`config.mk`:
```
export PLATFORM = sky130hd
export DESIGN_NAME = cpu_operand_address_modes
export DESIGN_NICKNAME = d
export VERILOG_FILES = /design/src/hdl/am_pkg.sv /design/src/hdl/cpu_operand_address_modes.sv
export VERILOG_INCLUDE_DIRS = /design/src /design/src/hdl
export SDC_FILE = /design/constraint.sdc
export NUM_CORES = 1
export LEC_CHECK = 0
export BUFFER_PORTS_ARGS = -buffer_cell sky130_fd_sc_hd__buf_2
export CORE_AREA = 2 2 157 159
export CTS_CLUSTER_SIZE = 12
export DETAILED_ROUTE_END_ITERATION = 10
export DIE_AREA = 0 0 159 161
export PLACE_DENSITY = 0.61
export RECOVER_POWER = 25
export SYNTH_ARGS = -nofsm -noshare
export SYNTH_HDL_FRONTEND = slang
export SYNTH_SLANG_ARGS = --single-unit
```
`constraint.sdc`:
```
create_clock -name sys_clk_i -period 11.78 [get_ports sys_clk_i]
set_input_delay 0 -clock sys_clk_i [delete_from_list [all_inputs] [get_ports sys_clk_i]]
set_output_delay 0 -clock sys_clk_i [all_outputs]
set_load 0.03 [all_outputs]
```
`src/hdl/addr_mode_params.svh`:
```
// Constants of the operand addressing unit
`ifndef ADDR_MODE_PARAMS_SVH
`define ADDR_MODE_PARAMS_SVH
`define AM_PFX_Y       8'h90
`define AM_PFX_YIND    8'h91
`define AM_PFX_IND     8'h92
`define AM_OPC_LEN     3'h1
`define AM_PAGE_TOP    16'h00FF
`define AM_SIDX_TOP    16'h01FE
`define AM_ADDR_INC    16'h0001
`endif

```
`src/hdl/am_pkg.sv`:
```
// Types of the operand addressing unit
package am_pkg;
    typedef enum logic [4:0] {
        AM_INH, AM_IMM, AM_DIR_S, AM_DIR_L, AM_IDX_0, AM_IDX_S, AM_IDX_L,
        AM_IND_S, AM_IND_L, AM_IIDX_S, AM_IIDX_L, AM_REL_D, AM_REL_I,
        AM_BIT_D, AM_BIT_I, AM_BITREL_D, AM_BITREL_I
    } addr_mode_type;

    typedef enum logic [1:0] {S_IDLE, S_FETCH, S_PTR, S_DONE} seq_state_type;

    typedef struct packed {
        addr_mode_type mode;
        logic          has_prefix;
        logic [7:0]    prefix;
        logic          rmw;
        logic [2:0]    bit_num;
        logic [15:0]   pc;
    } op_req_type;

    typedef struct packed {
        logic [15:0] ea;
        logic [7:0]  operand;
        logic [15:0] target;
        logic [2:0]  bit_num;
        logic [2:0]  length;
        logic        error;
    } op_res_type;
endpackage

```
`src/hdl/cpu_operand_address_modes.sv`:
```
// Operand byte counting and effective address forming for the core
// Overview of operation
// - Seventeen addressing modes in seven families are decoded.
// - Inherent instructions are one byte, two with prefix 90; no operand byte is fetched.
// - Immediate takes one byte after the opcode as the operand value.
// - Short direct takes one address byte, range 00 to FF.
// - Long direct takes a two-byte address reaching the full space.
// - Indexed address is unsigned sum of X or Y and the offset.
// - Indexed without offset fetches nothing; address is the index itself.
// - Short indexed takes one offset byte; range 00 to 1FE.
// - Long indexed takes a two-byte offset; sum reaches full space.
// - Indirect reads the operand address from a memory pointer at one-byte address.
// - Short indirect uses a byte pointer; addresses 00 to FF.
// - Indirect indexed adds X or Y to the fetched pointer, unsigned.
// - Short indirect indexed: byte pointer, one byte, range 00 to 1FE.
// - Branch target lies within -128..+127 of the following instruction.
// - Read-modify-write instructions accept short forms only.
// - Bit modes carry bit 0..7, direct or pointer address, optional offset.
// - Relative adds a signed byte offset, inline or from memory.
// - Prefix 90 selects Y and adds one byte.
// - Prefix 92 gives indirect forms; 91 gives Y indirect indexed.
`timescale 1ns/1ns
`include "addr_mode_params.svh"
module cpu_operand_address_modes (
    input  wire logic             sys_clk_i,
    input  wire logic             arst_n_i,
    input  wire logic             start_i,
    input  wire am_pkg::op_req_type req_i,
    input  wire logic [7:0]       x_i,
    input  wire logic [7:0]       y_i,
    input  wire logic             fetch_valid_i,
    input  wire logic [7:0]       fetch_byte_i,
    input  wire logic             mem_valid_i,
    input  wire logic [7:0]       mem_data_i,
    output logic                  fetch_req_o,
    output logic                  mem_rd_o,
    output logic [15:0]           mem_addr_o,
    output logic                  busy_o,
    output logic                  done_o,
    output am_pkg::op_res_type    res_o
);
    logic [1:0]            rst_sync_r;
    logic                  rst_n;
    am_pkg::seq_state_type seq_r, seq_nxt;
    am_pkg::addr_mode_type mode_r, mode_nxt;
    am_pkg::op_res_type    res_r, res_nxt;
    logic        pfx_r, pfx_nxt, rmw_r, rmw_nxt, err_r, err_nxt;
    logic [2:0]  bnum_r, bnum_nxt;
    logic [15:0] pc_r, pc_nxt, addr_r, addr_nxt;
    logic [7:0]  idx_r, idx_nxt, b0_r, b0_nxt, b1_r, b1_nxt, p0_r, p0_nxt, p1_r, p1_nxt;
    logic [1:0]  bcnt_r, bcnt_nxt, pcnt_r, pcnt_nxt;
    logic        freq_r, freq_nxt, mrd_r, mrd_nxt, done_r, done_nxt, busy_r, busy_nxt;
    logic [2:0]  len;
    logic [15:0] npc, w_b, w_p;
    logic [7:0]  off, sbase;
    logic [8:0]  sum9;

    // Operand bytes that follow the opcode
    function automatic logic [1:0] stream_cnt(input am_pkg::addr_mode_type m);
        case (m)
            am_pkg::AM_INH, am_pkg::AM_IDX_0: stream_cnt = 2'h0;
            am_pkg::AM_DIR_L, am_pkg::AM_IDX_L, am_pkg::AM_BITREL_D, am_pkg::AM_BITREL_I:
                stream_cnt = 2'h2;
            default: stream_cnt = 2'h1;
        endcase
    endfunction

    // Pointer bytes read from data memory
    function automatic logic [1:0] ptr_cnt(input am_pkg::addr_mode_type m);
        case (m)
            am_pkg::AM_IND_L, am_pkg::AM_IIDX_L: ptr_cnt = 2'h2;
            am_pkg::AM_IND_S, am_pkg::AM_IIDX_S, am_pkg::AM_REL_I, am_pkg::AM_BIT_I, am_pkg::AM_BITREL_I:
                ptr_cnt = 2'h1;
            default: ptr_cnt = 2'h0;
        endcase
    endfunction

    function automatic logic is_long(input am_pkg::addr_mode_type m);
        is_long = (m == am_pkg::AM_DIR_L) || (m == am_pkg::AM_IDX_L) ||
                  (m == am_pkg::AM_IND_L) || (m == am_pkg::AM_IIDX_L);
    endfunction

    always_ff @(posedge sys_clk_i or negedge arst_n_i) begin
        if (!arst_n_i) begin
            rst_sync_r <= 2'h0;
        end else begin
            rst_sync_r <= {rst_sync_r[0], 1'b1};
        end
    end
    assign rst_n = rst_sync_r[1];

    assign len   = `AM_OPC_LEN + {2'h0, pfx_r} + {1'b0, stream_cnt(mode_r)};
    assign npc   = pc_r + {13'h0, len};
    assign w_b   = {b0_r, b1_r};
    assign w_p   = {p0_r, p1_r};
    assign sbase = (mode_r == am_pkg::AM_IIDX_S) ? p0_r : b0_r;
    assign sum9  = {1'b0, sbase} + {1'b0, idx_r};
    assign off   = (mode_r == am_pkg::AM_REL_D) ? b0_r :
                   (mode_r == am_pkg::AM_REL_I) ? p0_r : b1_r;

    always_comb begin
        am_pkg::addr_mode_type am;
        logic y;
        logic e;
        am = req_i.mode;
        y = 1'b0;
        e = 1'b0;
        seq_nxt = seq_r;   mode_nxt = mode_r; pfx_nxt = pfx_r;  rmw_nxt = rmw_r;
        err_nxt = err_r;   bnum_nxt = bnum_r; pc_nxt = pc_r;    idx_nxt = idx_r;
        b0_nxt = b0_r;     b1_nxt = b1_r;     p0_nxt = p0_r;    p1_nxt = p1_r;
        bcnt_nxt = bcnt_r; pcnt_nxt = pcnt_r; freq_nxt = freq_r; mrd_nxt = mrd_r;
        addr_nxt = addr_r; res_nxt = res_r;   done_nxt = 1'b0;
        case (seq_r)
            am_pkg::S_IDLE: if (start_i) begin
                if (req_i.has_prefix) begin
                    case (req_i.prefix)
                        `AM_PFX_Y: begin
                            y = 1'b1;
                            if (!(am inside {am_pkg::AM_INH, am_pkg::AM_IMM, am_pkg::AM_DIR_S, am_pkg::AM_DIR_L,
                                             am_pkg::AM_IDX_0, am_pkg::AM_IDX_S, am_pkg::AM_IDX_L}))
                                e = 1'b1;
                        end
                        `AM_PFX_IND, `AM_PFX_YIND: begin
                            y = (req_i.prefix == `AM_PFX_YIND);
                            case (req_i.mode)
                                am_pkg::AM_IDX_S: am = am_pkg::AM_IIDX_S;
                                am_pkg::AM_IDX_L: am = am_pkg::AM_IIDX_L;
                                am_pkg::AM_DIR_S: am = am_pkg::AM_IND_S;
                                am_pkg::AM_DIR_L: am = am_pkg::AM_IND_L;
                                am_pkg::AM_REL_D: am = am_pkg::AM_REL_I;
                                am_pkg::AM_BIT_D: am = am_pkg::AM_BIT_I;
                                am_pkg::AM_BITREL_D: am = am_pkg::AM_BITREL_I;
                                default: e = 1'b1;
                            endcase
                            if (y && !(am inside {am_pkg::AM_IIDX_S, am_pkg::AM_IIDX_L}))
                                e = 1'b1;
                        end
                        default: e = 1'b1;
                    endcase
                end else if (am inside {am_pkg::AM_IND_S, am_pkg::AM_IND_L, am_pkg::AM_IIDX_S, am_pkg::AM_IIDX_L,
                                        am_pkg::AM_REL_I, am_pkg::AM_BIT_I, am_pkg::AM_BITREL_I}) begin
                    e = 1'b1;
                end
                if (req_i.rmw && is_long(am))
                    e = 1'b1;
                mode_nxt = am;
                pfx_nxt  = req_i.has_prefix;
                rmw_nxt  = req_i.rmw;
                err_nxt  = e;
                bnum_nxt = req_i.bit_num;
                pc_nxt   = req_i.pc;
                idx_nxt  = y ? y_i : x_i;
                bcnt_nxt = 2'h0;
                pcnt_nxt = 2'h0;
                if (e || stream_cnt(am) == 2'h0) begin
                    seq_nxt = am_pkg::S_DONE;
                end else begin
                    seq_nxt  = am_pkg::S_FETCH;
                    freq_nxt = 1'b1;
                end
            end
            am_pkg::S_FETCH: if (fetch_valid_i) begin
                if (bcnt_r == 2'h0)
                    b0_nxt = fetch_byte_i;
                else
                    b1_nxt = fetch_byte_i;
                bcnt_nxt = bcnt_r + 2'h1;
                if (bcnt_r + 2'h1 == stream_cnt(mode_r)) begin
                    freq_nxt = 1'b0;
                    if (ptr_cnt(mode_r) != 2'h0) begin
                        seq_nxt  = am_pkg::S_PTR;
                        mrd_nxt  = 1'b1;
                        addr_nxt = {8'h00, (bcnt_r == 2'h0) ? fetch_byte_i : b0_r};
                    end else begin
                        seq_nxt = am_pkg::S_DONE;
                    end
                end
            end
            am_pkg::S_PTR: if (mem_valid_i) begin
                if (pcnt_r == 2'h0)
                    p0_nxt = mem_data_i;
                else
                    p1_nxt = mem_data_i;
                pcnt_nxt = pcnt_r + 2'h1;
                if (pcnt_r + 2'h1 == ptr_cnt(mode_r)) begin
                    mrd_nxt = 1'b0;
                    seq_nxt = am_pkg::S_DONE;
                end else begin
                    addr_nxt = addr_r + `AM_ADDR_INC;
                end
            end
            am_pkg::S_DONE: begin
                res_nxt.ea      = 16'h0000;
                res_nxt.operand = 8'h00;
                res_nxt.target  = npc;
                res_nxt.bit_num = bnum_r;
                res_nxt.length  = len;
                res_nxt.error   = err_r;
                case (mode_r)
                    am_pkg::AM_IMM:    res_nxt.operand = b0_r;
                    am_pkg::AM_DIR_S, am_pkg::AM_BIT_D, am_pkg::AM_BITREL_D:
                        res_nxt.ea = {8'h00, b0_r};
                    am_pkg::AM_DIR_L:  res_nxt.ea = w_b;
                    am_pkg::AM_IDX_0:  res_nxt.ea = {8'h00, idx_r};
                    am_pkg::AM_IDX_S, am_pkg::AM_IIDX_S:
                        res_nxt.ea = {7'h00, sum9};
                    am_pkg::AM_IDX_L:  res_nxt.ea = w_b + {8'h00, idx_r};
                    am_pkg::AM_IND_S, am_pkg::AM_BIT_I, am_pkg::AM_BITREL_I:
                        res_nxt.ea = {8'h00, p0_r};
                    am_pkg::AM_IND_L:  res_nxt.ea = w_p;
                    am_pkg::AM_IIDX_L: res_nxt.ea = w_p + {8'h00, idx_r};
                    default:           res_nxt.ea = 16'h0000;
                endcase
                if (mode_r inside {am_pkg::AM_REL_D, am_pkg::AM_REL_I, am_pkg::AM_BITREL_D, am_pkg::AM_BITREL_I})
                    res_nxt.target = npc + {{8{off[7]}}, off};
                done_nxt = 1'b1;
                seq_nxt  = am_pkg::S_IDLE;
            end
            default: seq_nxt = am_pkg::S_IDLE;
        endcase
        busy_nxt = (seq_nxt != am_pkg::S_IDLE);
    end

    always_ff @(posedge sys_clk_i or negedge rst_n) begin
        if (!rst_n) begin
            seq_r <= am_pkg::S_IDLE; mode_r <= am_pkg::AM_INH; res_r <= '0;
            pfx_r <= 1'b0;  rmw_r <= 1'b0;  err_r <= 1'b0;  bnum_r <= 3'h0;
            pc_r <= 16'h0000; addr_r <= 16'h0000; idx_r <= 8'h00;
            b0_r <= 8'h00;  b1_r <= 8'h00;  p0_r <= 8'h00;  p1_r <= 8'h00;
            bcnt_r <= 2'h0; pcnt_r <= 2'h0; freq_r <= 1'b0; mrd_r <= 1'b0;
            done_r <= 1'b0; busy_r <= 1'b0;
        end else begin
            seq_r <= seq_nxt; mode_r <= mode_nxt; res_r <= res_nxt;
            pfx_r <= pfx_nxt; rmw_r <= rmw_nxt; err_r <= err_nxt; bnum_r <= bnum_nxt;
            pc_r <= pc_nxt;   addr_r <= addr_nxt; idx_r <= idx_nxt;
            b0_r <= b0_nxt;   b1_r <= b1_nxt; p0_r <= p0_nxt; p1_r <= p1_nxt;
            bcnt_r <= bcnt_nxt; pcnt_r <= pcnt_nxt; freq_r <= freq_nxt; mrd_r <= mrd_nxt;
            done_r <= done_nxt; busy_r <= busy_nxt;
        end
    end

    assign fetch_req_o = freq_r;
    assign mem_rd_o    = mrd_r;
    assign mem_addr_o  = addr_r;
    assign busy_o      = busy_r;
    assign done_o      = done_r;
    assign res_o       = res_r;

    // Operand bytes taken since the last start
    logic [2:0] take_cnt;
    always_ff @(posedge sys_clk_i or negedge rst_n) begin
        if (!rst_n)
            take_cnt <= 3'h0;
        else if (seq_r == am_pkg::S_IDLE && start_i)
            take_cnt <= 3'h0;
        else if (freq_r && fetch_valid_i)
            take_cnt <= take_cnt + 3'h1;
    end
endmodule

```
# Word-level counts from Yosys, hierarchy flattened
# Cells that the tools add are included.
# word_totals
output_inout_bits,67
input_bits,71
register_bits,141
# classes
add_sub_neg,10
n_mux,73
eq_ne,57
reduce_logical,44
bitwise,2
# op_table
op,n
$pmux W16 S8,1
$eq A5 B4 Y1 const B,21
$mux W16,6
$eq A5 B3 Y1 const B,10
$mux W8,6
$mux W5,8
$mux W2,18
$pmux W5 S7,1
$add A16 B8 Y16,2
$pmux W16 S2,1
$eq A5 B2 Y1 const B,5
$eq A8 B8 Y1 const B,3
$mux W1,22
$pmux W2 S2,5
$add A16 B1 Y16 const B,1
$add A16 B16 Y16,1
$add A16 B3 Y16,1
$ne A2 B2 Y1 const B,8
$eq A5 B5 Y1 const B,3
$logic_not A5 Y1,3
$reduce_and A3 Y1,5
$reduce_bool A7 Y1,2
$reduce_and A6 Y1,2
$reduce_bool A2 Y1,6
23 further kinds,45

# Depth between registers and ports, before layout
# Gate-level depths: netlist (run 1).
# depth
word_depth,23
mapped_depth,23
ltp_nobuf,22

# Least setup slack after synthesis (run 1)
# OpenSTA, ideal clock, no wires.
# synth_path
path_type,reg2reg
startpoint,register mode_r[0]
endpoint,"register res_r, in the netlist res_o[22]"
setup_ps,116
synth_period_minus_slack_ps,4621
slack_ps,7159
arrival_time_ps,4505
path_stages_with_launch,23
t_required_ps,11664
cell_sequence,dfrtp_1 > buf_4 > xnor2_1 > a21oi_1 > o21a_1 > nand2_1 > ha_1 > inv_1 > ha_1 > ha_1 > a21o_1 > a21oi_1 > nor2_1 > and3_1 > xor2_1 > ha_1 > a2111o_1 > a21o_1 > nand2_1 > o21ai_0 > o41ai_1 > mux4_2 > o311ai_0
# synth_between
elab_chain_cells,7
word_cells_on_any_way,18
# synth_lines
element,line,text
from (decl),cpu_operand_address_modes.sv:45,"am_pkg::addr_mode_type mode_r, mode_nxt;"
from (signal assigned),cpu_operand_address_modes.sv:233,seq_r <= seq_nxt; mode_r <= mode_nxt; res_r <= res_nxt;
$eq A5 B4 Y1 (tied with other cells),cpu_operand_address_modes.sv:60,case (m)
$reduce_or A4 Y1 / $reduce_or A2 Y1 (equally long branches),cpu_operand_address_modes.sv:60,
$pmux W2 S2 *,cpu_operand_address_modes.sv:60,
$add A2 B2 Y3 (no line) *,--,
net len[1],cpu_operand_address_modes.sv:53,logic [2:0] len;
$add A16 B3 Y16 *,cpu_operand_address_modes.sv:93,"assign npc = pc_r + {13'h0, len};"
$add A16 B16 Y16,cpu_operand_address_modes.sv:215,"res_nxt.target = npc + {{8{off[7]}}, off};"
$mux W16 *,cpu_operand_address_modes.sv:214,"if (mode_r inside {am_pkg::AM_REL_D, am_pkg::AM_REL_I, am_pkg::AM_BITREL_D, am_pkg::AM_BITREL_I})"
to (signal assigned),cpu_operand_address_modes.sv:233,
to (decl),cpu_operand_address_modes.sv:46,"am_pkg::op_res_type res_r, res_nxt;"
# The timed path passes the listed nets; every way through them passes the cells marked *.
# A chain may end at the register's enable or synchronous reset.

# Worst setup path after layout (run 1)
# layout_path
startpoint,register mode_r[3]
endpoint,"register res_r, in the netlist res_o[22]"
# The elaborated chain is that of the path after synthesis.

==> results of run 1 <==
-- final cells by class --
| type | instances | share of cell area (%) |
|---|---|---|
| timing repair buffer | 205 | 11.2 |
| tap | 324 | 3.61 |
| inverter | 35 | 1.17 |
| multi-input combinational | 807 | 47.5 |
| sequential | 141 | 31.4 |
| clock inverter | 14 | 1.20 |
| clock buffer | 18 | 3.91 |
-- cell families after synthesis --
family                   count (synthesis)  synth area share, %
buffers and inverters                   90                 3.86
other                                    1               0.0407
adder cells (fa/ha/maj)                 43                 6.17
multiplexers                            91                 10.7
XOR/XNOR                                52                 4.94
AND/OR/NAND/NOR                        360                 17.8
AO/OA/AOI/OAI                          260                 18.2
flip-flops                             141                 38.3
-- critical path: stages, from the launching register on --
cell,delay (ps)
dfrtp_1,560
nor2_1,300
nand3_1,210
o21a_1,200
nand2_1,70
ha_1,130
inv_1,40
ha_1,330
ha_1,300
a21o_1,160
a21oi_1,220
nor2_1,120
and3_1,200
xor2_1,150
ha_1,360
a2111o_1,400
a21o_1,180
nand2_1,70
o21ai_0,80
o41ai_1,390
mux4_2,550
o311ai_0,100
-- metal layers --
metal  up-vias  wire, um  share of wire, %  track usage (%)
met5         -         0                 0                0
met3        35      1530               5.8             4.49
met2       254     12100                45             33.3
met4         0       549               2.1             7.48
li1       4053         -                 -                -
met1      4001     12400                47             28.9
-- through the flow --
step | std cells | total power, mW
2_1_floorplan | 1038 | 2.37
3_3_place_gp | 1454 | 2.85
3_5_place_dp | 1454 | 2.88
4_1_cts | 1544 | 3.44
5_1_grt | 1544 | 3.71
6_report | 1544 | 3.42
-- worst max-delay path by stage --
stage,startpoint,to,slack [ps]
2_1_floorplan,mode_r[0],res_o[22],7160
3_3_place_gp,mode_r[3],res_o[22],6720
3_5_place_dp,mode_r[3],res_o[22],6570
4_1_cts,mode_r[3],res_o[22],6540
5_1_grt,mode_r[3],res_o[22],6080
6_report,mode_r[3],res_o[22],6520
-- state kept, by name (all words and copies together) (netlist names) --
name,flops
seq_r,2
res_o,47
p0_r,8
mem_rd_o,1
b1_r,8
err_r,1
done_o,1
bcnt_r,2
rst_sync_r,2
p1_r,8
pcnt_r,2
mem_addr_o,16
pc_r,16
bnum_r,3
b0_r,8
busy_o,1
idx_r,8
mode_r,5
fetch_req_o,1
pfx_r,1
-- power by group --
group          switching, mW  total [mW]  internal, mW
Sequential             0.283       0.962         0.679
Clock                  0.232       0.532         0.300
Combinational           1.13        1.93         0.793
Total                   1.65        3.42          1.77
-- cell usage in the layout, fill, tap and decap left out, types with 7 or more instances in the layout --
| cell | instances |
|---|---|
| a21oi_1 | 56 |
| or3_1 | 7 |
| nand3_1 | 27 |
| a222oi_1 | 7 |
| xnor2_1 | 34 |
| a31oi_1 | 10 |
| nor2b_1 | 10 |
| mux2_2 | 49 |
| clkbuf_1 | 67 |
| inv_1 | 35 |
| o21ai_0 | 80 |
| and3_1 | 15 |
| nor2_1 | 60 |
| nor3_1 | 14 |
| dlygate4sd3_1 | 58 |
| xor2_1 | 18 |
| buf_4 | 10 |
| buf_2 | 70 |
| mux2i_1 | 41 |
| a22o_1 | 9 |
| ha_1 | 39 |
| dfrtp_1 | 141 |
| a21o_1 | 11 |
| clkbuf_16 | 17 |
| a22oi_1 | 16 |
| nand2_1 | 186 |
==> flow_summary.yaml, run 1 <==
outcome:
  status: "finished with violations"
  failed_checks: "capacitance limit, slew limit"
critical_path:
  arrival_ps: 5570
  r2r_slack_ps: 6520
  critPathMaxFanout: 18
  cp.required_ps: 12100
  worstSetupStartpointType: "flop"
  endpoint_kind: "flop"
  ff2ff_path_depth: 21
  crit_type: "flop to flop"
  r2r_start: "mode_r[3]"
  reg2reg_to: "res_o[22]"
placed_design:
  hpwl_um: 19100
  pre_cts_slack_ps: 6570
  io_buffers: 137
  placed_cell_area_sq_um: 10200
  place.gp.congestion: 0.918
timing:
  min_period_ps: 5260
  drv_slew: 69
  clock_skew_ps: 11.7
  fin_ws_ps: 6520
  tightest_slew_ps: 2810
  relSlewSlack_pct: -87.4
  tns_ps: 0
  hold_ws_ps: 11.8
  setup_viol: 0
  hold_viol_final: 0
  max_freq_mhz: 190
  rsz0062_at_grt: "no"
  fin_crit_sh_pct: 44.6
clock_network:
  cts_tree: "done"
  cts_setup_buffers: 0
  root_buffer: "clkbuf_16"
  clkTransAtPathRegs_ps: 60
  cts_buffers: 17
  clk_latency_ps: 430
  clock_sinks: 141
  htreeDepth: 4
  cts_resized: 0
  cts_hold_buf: 58
  clockBufferDepth: 2
global_routing:
  grt_max_degree: 73
  overflow: 0
  antenna_found_initial: 0
  grt_pass1_vias: 8176
  gr-usage-all-layers_pct: 21.1
  grt_pass1_wl_um: 43400
cells_and_area:
  n_fill_cell: 2379
  multi_input_area_sq_um: 5340
  syn2layout_area_growth_pct: 21.9
  regArea_sq_um: 3530
  final_nets: 1321
  post-route-cell-area_sq_um: 11200
  drive_gt1_share_pct: 14.3
  final_util_pct: 46.9
  antenna_cells: 0
floorplan:
  chipHeight_um: 161
  die_width_um: 159
  die-area_sq_um: 25600
  io_pins: 138
  fp.coreArea_sq_um: 24000
  placement_rows: 57
  initial_core_util_pct: 38.4
synthesis:
  yosysSeqAreaShare_pct: 38.3
  synth_seq_cells: 141
  syn_area_sq_um: 9210
  synthTopCellsByArea: "dfrtp_1 38%, nand2_1 7.6%, mux2_2 6.0%"
  synth_edf_count: 0
  syn_area_per_cell_sq_um: 8.88
  synth_cells: 1038
  ys_types: 70
  synth_top_area_cell: "dfrtp_1"
  synth-main-ff-cell: "dfrtp_1"
  synthArstFlopShare_pct: 100
  synthTopCellsByCount: "187 x nand2_1, 141 x dfrtp_1, 80 x o21ai_0"
  syn-num-nets: 1152
  synth_top_area_share_pct: 38.3
  yosys_warnings: 0
  synth.most_common_cell: "nand2_1"
detailed_routing:
  drc: 0
  vias: 8343
  firstDrtPassIters: 6
  antenna_left: 0
  drt_iter0_markers: 538
  wire_per_inst_um: 17.2
  routed_via_density: 5.40
  wirelength_um: 26600
power:
  power_leakage_nw: 5.01
  power_density_nw_per_um2: 304
  ir_worst_vdd_mv: 0.127
worst_hold_path:
  hold_path_end: "mode_r[4]"
  hp-start: "req_i[33]"
  hold_path_class: "input pin to flop"
  hold_depth: 3
flow_run:
  cap_violations: 1
Note: power is estimated with default switching activity, not from simulation.
==> run 2: changes to the inputs <==
==> constraint.sdc (replaced) <==
create_clock -name sys_clk_i -period 5.3 [get_ports sys_clk_i]
set_input_delay 0 -clock sys_clk_i [delete_from_list [all_inputs] [get_ports sys_clk_i]]
set_output_delay 0 -clock sys_clk_i [all_outputs]
set_load 0.03 [all_outputs]
==> flow_summary.yaml, run 2 (synthesis gave the netlist of run 1 again) <==
critical_path:
  endpoint_kind: "flop"
  worstSetupStartpointType: "flop"
  cpPeakStageDelay_ps: 530
  startpoint: "mode_r[0]"
  critical_path.endpoint: "res_o[22]"
  cp.required_ps: 5620
  crit_chain: "xnor2_2 > a21oi_1 > o21a_1 > nand2_1 > ha_1 > inv_1 > ha_1 > ha_1 > a21o_1 > a21oi_1 > nor2_1 > and3_1 > xor2_1 > ha_1 > a2111o_1 > a21o_1 > nand2_1 > o21ai_0 > o41ai_2 > mux4_2 > o311ai_0"
  r2r_start: "mode_r[0]"
  r2r_slack_ps: 390
  reg2reg_to: "res_o[22]"
  arrival_ps: 5230
  crit_top_cell: "ha_1"
  cp_slowest_cell: "mux4_2"
  critPathMaxFanout: 10
  crit_type: "flop to flop"
  ff2ff_path_depth: 21
timing:
  hold_viol_final: 0
  drv_slew: 0
  tns_ps: 0
  tightest_slew_ps: 1290
  rsz0062_at_grt: "no"
  relSlewSlack_pct: 14.3
  clock_skew_ps: 12.9
  max_freq_mhz: 204
  fin_crit_sh_pct: 92.6
  min_period_ps: 4910
  setup_viol: 0
global_routing:
  grt_pass1_wl_um: 43100
  gr-usage-all-layers_pct: 21.1
  antenna_found_initial: 0
  grt_pass1_vias: 8057
  overflow: 0
  grt_max_degree: 65
detailed_routing:
  vias: 8404
  firstDrtPassIters: 5
  wire_per_inst_um: 17.2
  drt_iter0_markers: 679
  routed_via_density: 5.40
  antenna_left: 0
  drc: 0
  wirelength_um: 26700
placed_design:
  hpwl_um: 19500
  io_buffers: 137
  place.gp.congestion: 0.896
clock_network:
  htreeDepth: 4
  clock_sinks: 141
  clkTransAtPathRegs_ps: 70
  clockBufferDepth: 2
  root_buffer: "clkbuf_16"
  cts_buffers: 17
  cts_tree: "done"
  clk_latency_ps: 430
flow_run:
  cap_violations: 0
power:
  ir_worst_vdd_mv: 0.302
  power_leakage_nw: 5.11
  power_density_nw_per_um2: 679
  finalPower_mw: 7.72
cells_and_area:
  syn2layout_area_growth_pct: 23.4
  n_fill_cell: 2362
  mostFrequentLayoutCells: "186 x nand2_1, 140 x dfrtp_1, 81 x buf_2"
  largest_reg_flops: 47
  drive_gt1_share_pct: 16.2
  mostFrequentLayoutCell: "nand2_1"
  antenna_cells: 0
  final_nets: 1332
floorplan:
  placement_rows: 57
  die-area_sq_um: 25600
  io_pins: 138
  fp.coreArea_sq_um: 24000
  die_width_um: 159
  initial_core_util_pct: 38.4
  chipHeight_um: 161
worst_hold_path:
  hold_path_class: "input pin to flop"
  hold_depth: 3
outcome:
  status: "finished clean"
==> run 2: cell types whose count changed in the layout (fill, tap and decap cells not counted), moves of 2 or more <==
cell,delta
clkinvlp_4,+2
clkbuf_1,-11
clkinv_4,-2
buf_2,+11
buf_4,+11
==> run 2: worst min-delay path by stage <==
| stage | start | endpoint |
|---|---|---|
| 6_report | req_i[32] | mode_r[3] |
| 3_3_place_gp | arst_n_i | rst_sync_r[0] |
| 3_5_place_dp | arst_n_i | rst_sync_r[0] |
| 4_1_cts | req_i[32] | mode_r[3] |
| 2_1_floorplan | arst_n_i | rst_sync_r[0] |
| 5_1_grt | req_i[32] | mode_r[2] |
==> run 2: repair_timing <==
item                                    CTS  global route
endpoints found under the setup margin    0             1
hold buffers                             58             0
hold endpoints to repair                 66             0
buffers inserted                          0             0
gates resized for setup                   0             4
==> run 2: critical path: cells and delay by family, from the launching register on <==
family / cells / cell delay, ps
simple gates: 4 / 480
buf+inv: 1 / 50
compound gates: 9 / 1830
flops: 1 / 480
fa+ha+maj: 4 / 1100
xor+xnor: 2 / 320
mux: 1 / 530
==> run 2: metrics by stage <==
step           utilization, %  instance area [sq um]  worst slack, ps  hold WS [ps]  cells
2_1_floorplan               -                   9210              679          -296   1038
3_3_place_gp             42.8                  10200              389          -214   1465
3_5_place_dp             42.8                  10200              244          -213   1465
4_1_cts                  47.7                  11400              227          14.6   1555
5_1_grt                  47.4                  11400             14.8          28.3   1555
6_report                 47.4                  11400              390          30.9   1555
==> run 2: cell type report <==
class | instances | area (sq um) | share of cell area [%]
sequential | 141 | 3530 | 31.0
timing repair buffer | 216 | 1350 | 11.9
tap | 324 | 405 | 3.57
clock inverter | 14 | 158 | 1.39
inverter | 35 | 131 | 1.16
multi-input combinational | 807 | 5350 | 47.1
clock buffer | 18 | 439 | 3.86
==> run 2: where the power goes <==
| part | internal, mW | leakage [nW] | switching [mW] | total [mW] |
|---|---|---|---|---|
| clock | 0.714 | 0.278 | 0.515 | 1.23 |
| combinational | 1.81 | 3.05 | 2.59 | 4.41 |
| sequential | 1.51 | 1.78 | 0.570 | 2.08 |
==> run 2: routing by layer <==
metal  vias to the layer above  global-route usage [%]  share of wire [%]
met5                         -                       0                  0
met4                         0                    5.62                1.5
met3                        24                    4.34                6.4
met2                       269                    32.8                 45
met1                      4034                    30.0                 47
li1                       4077                       -                  -
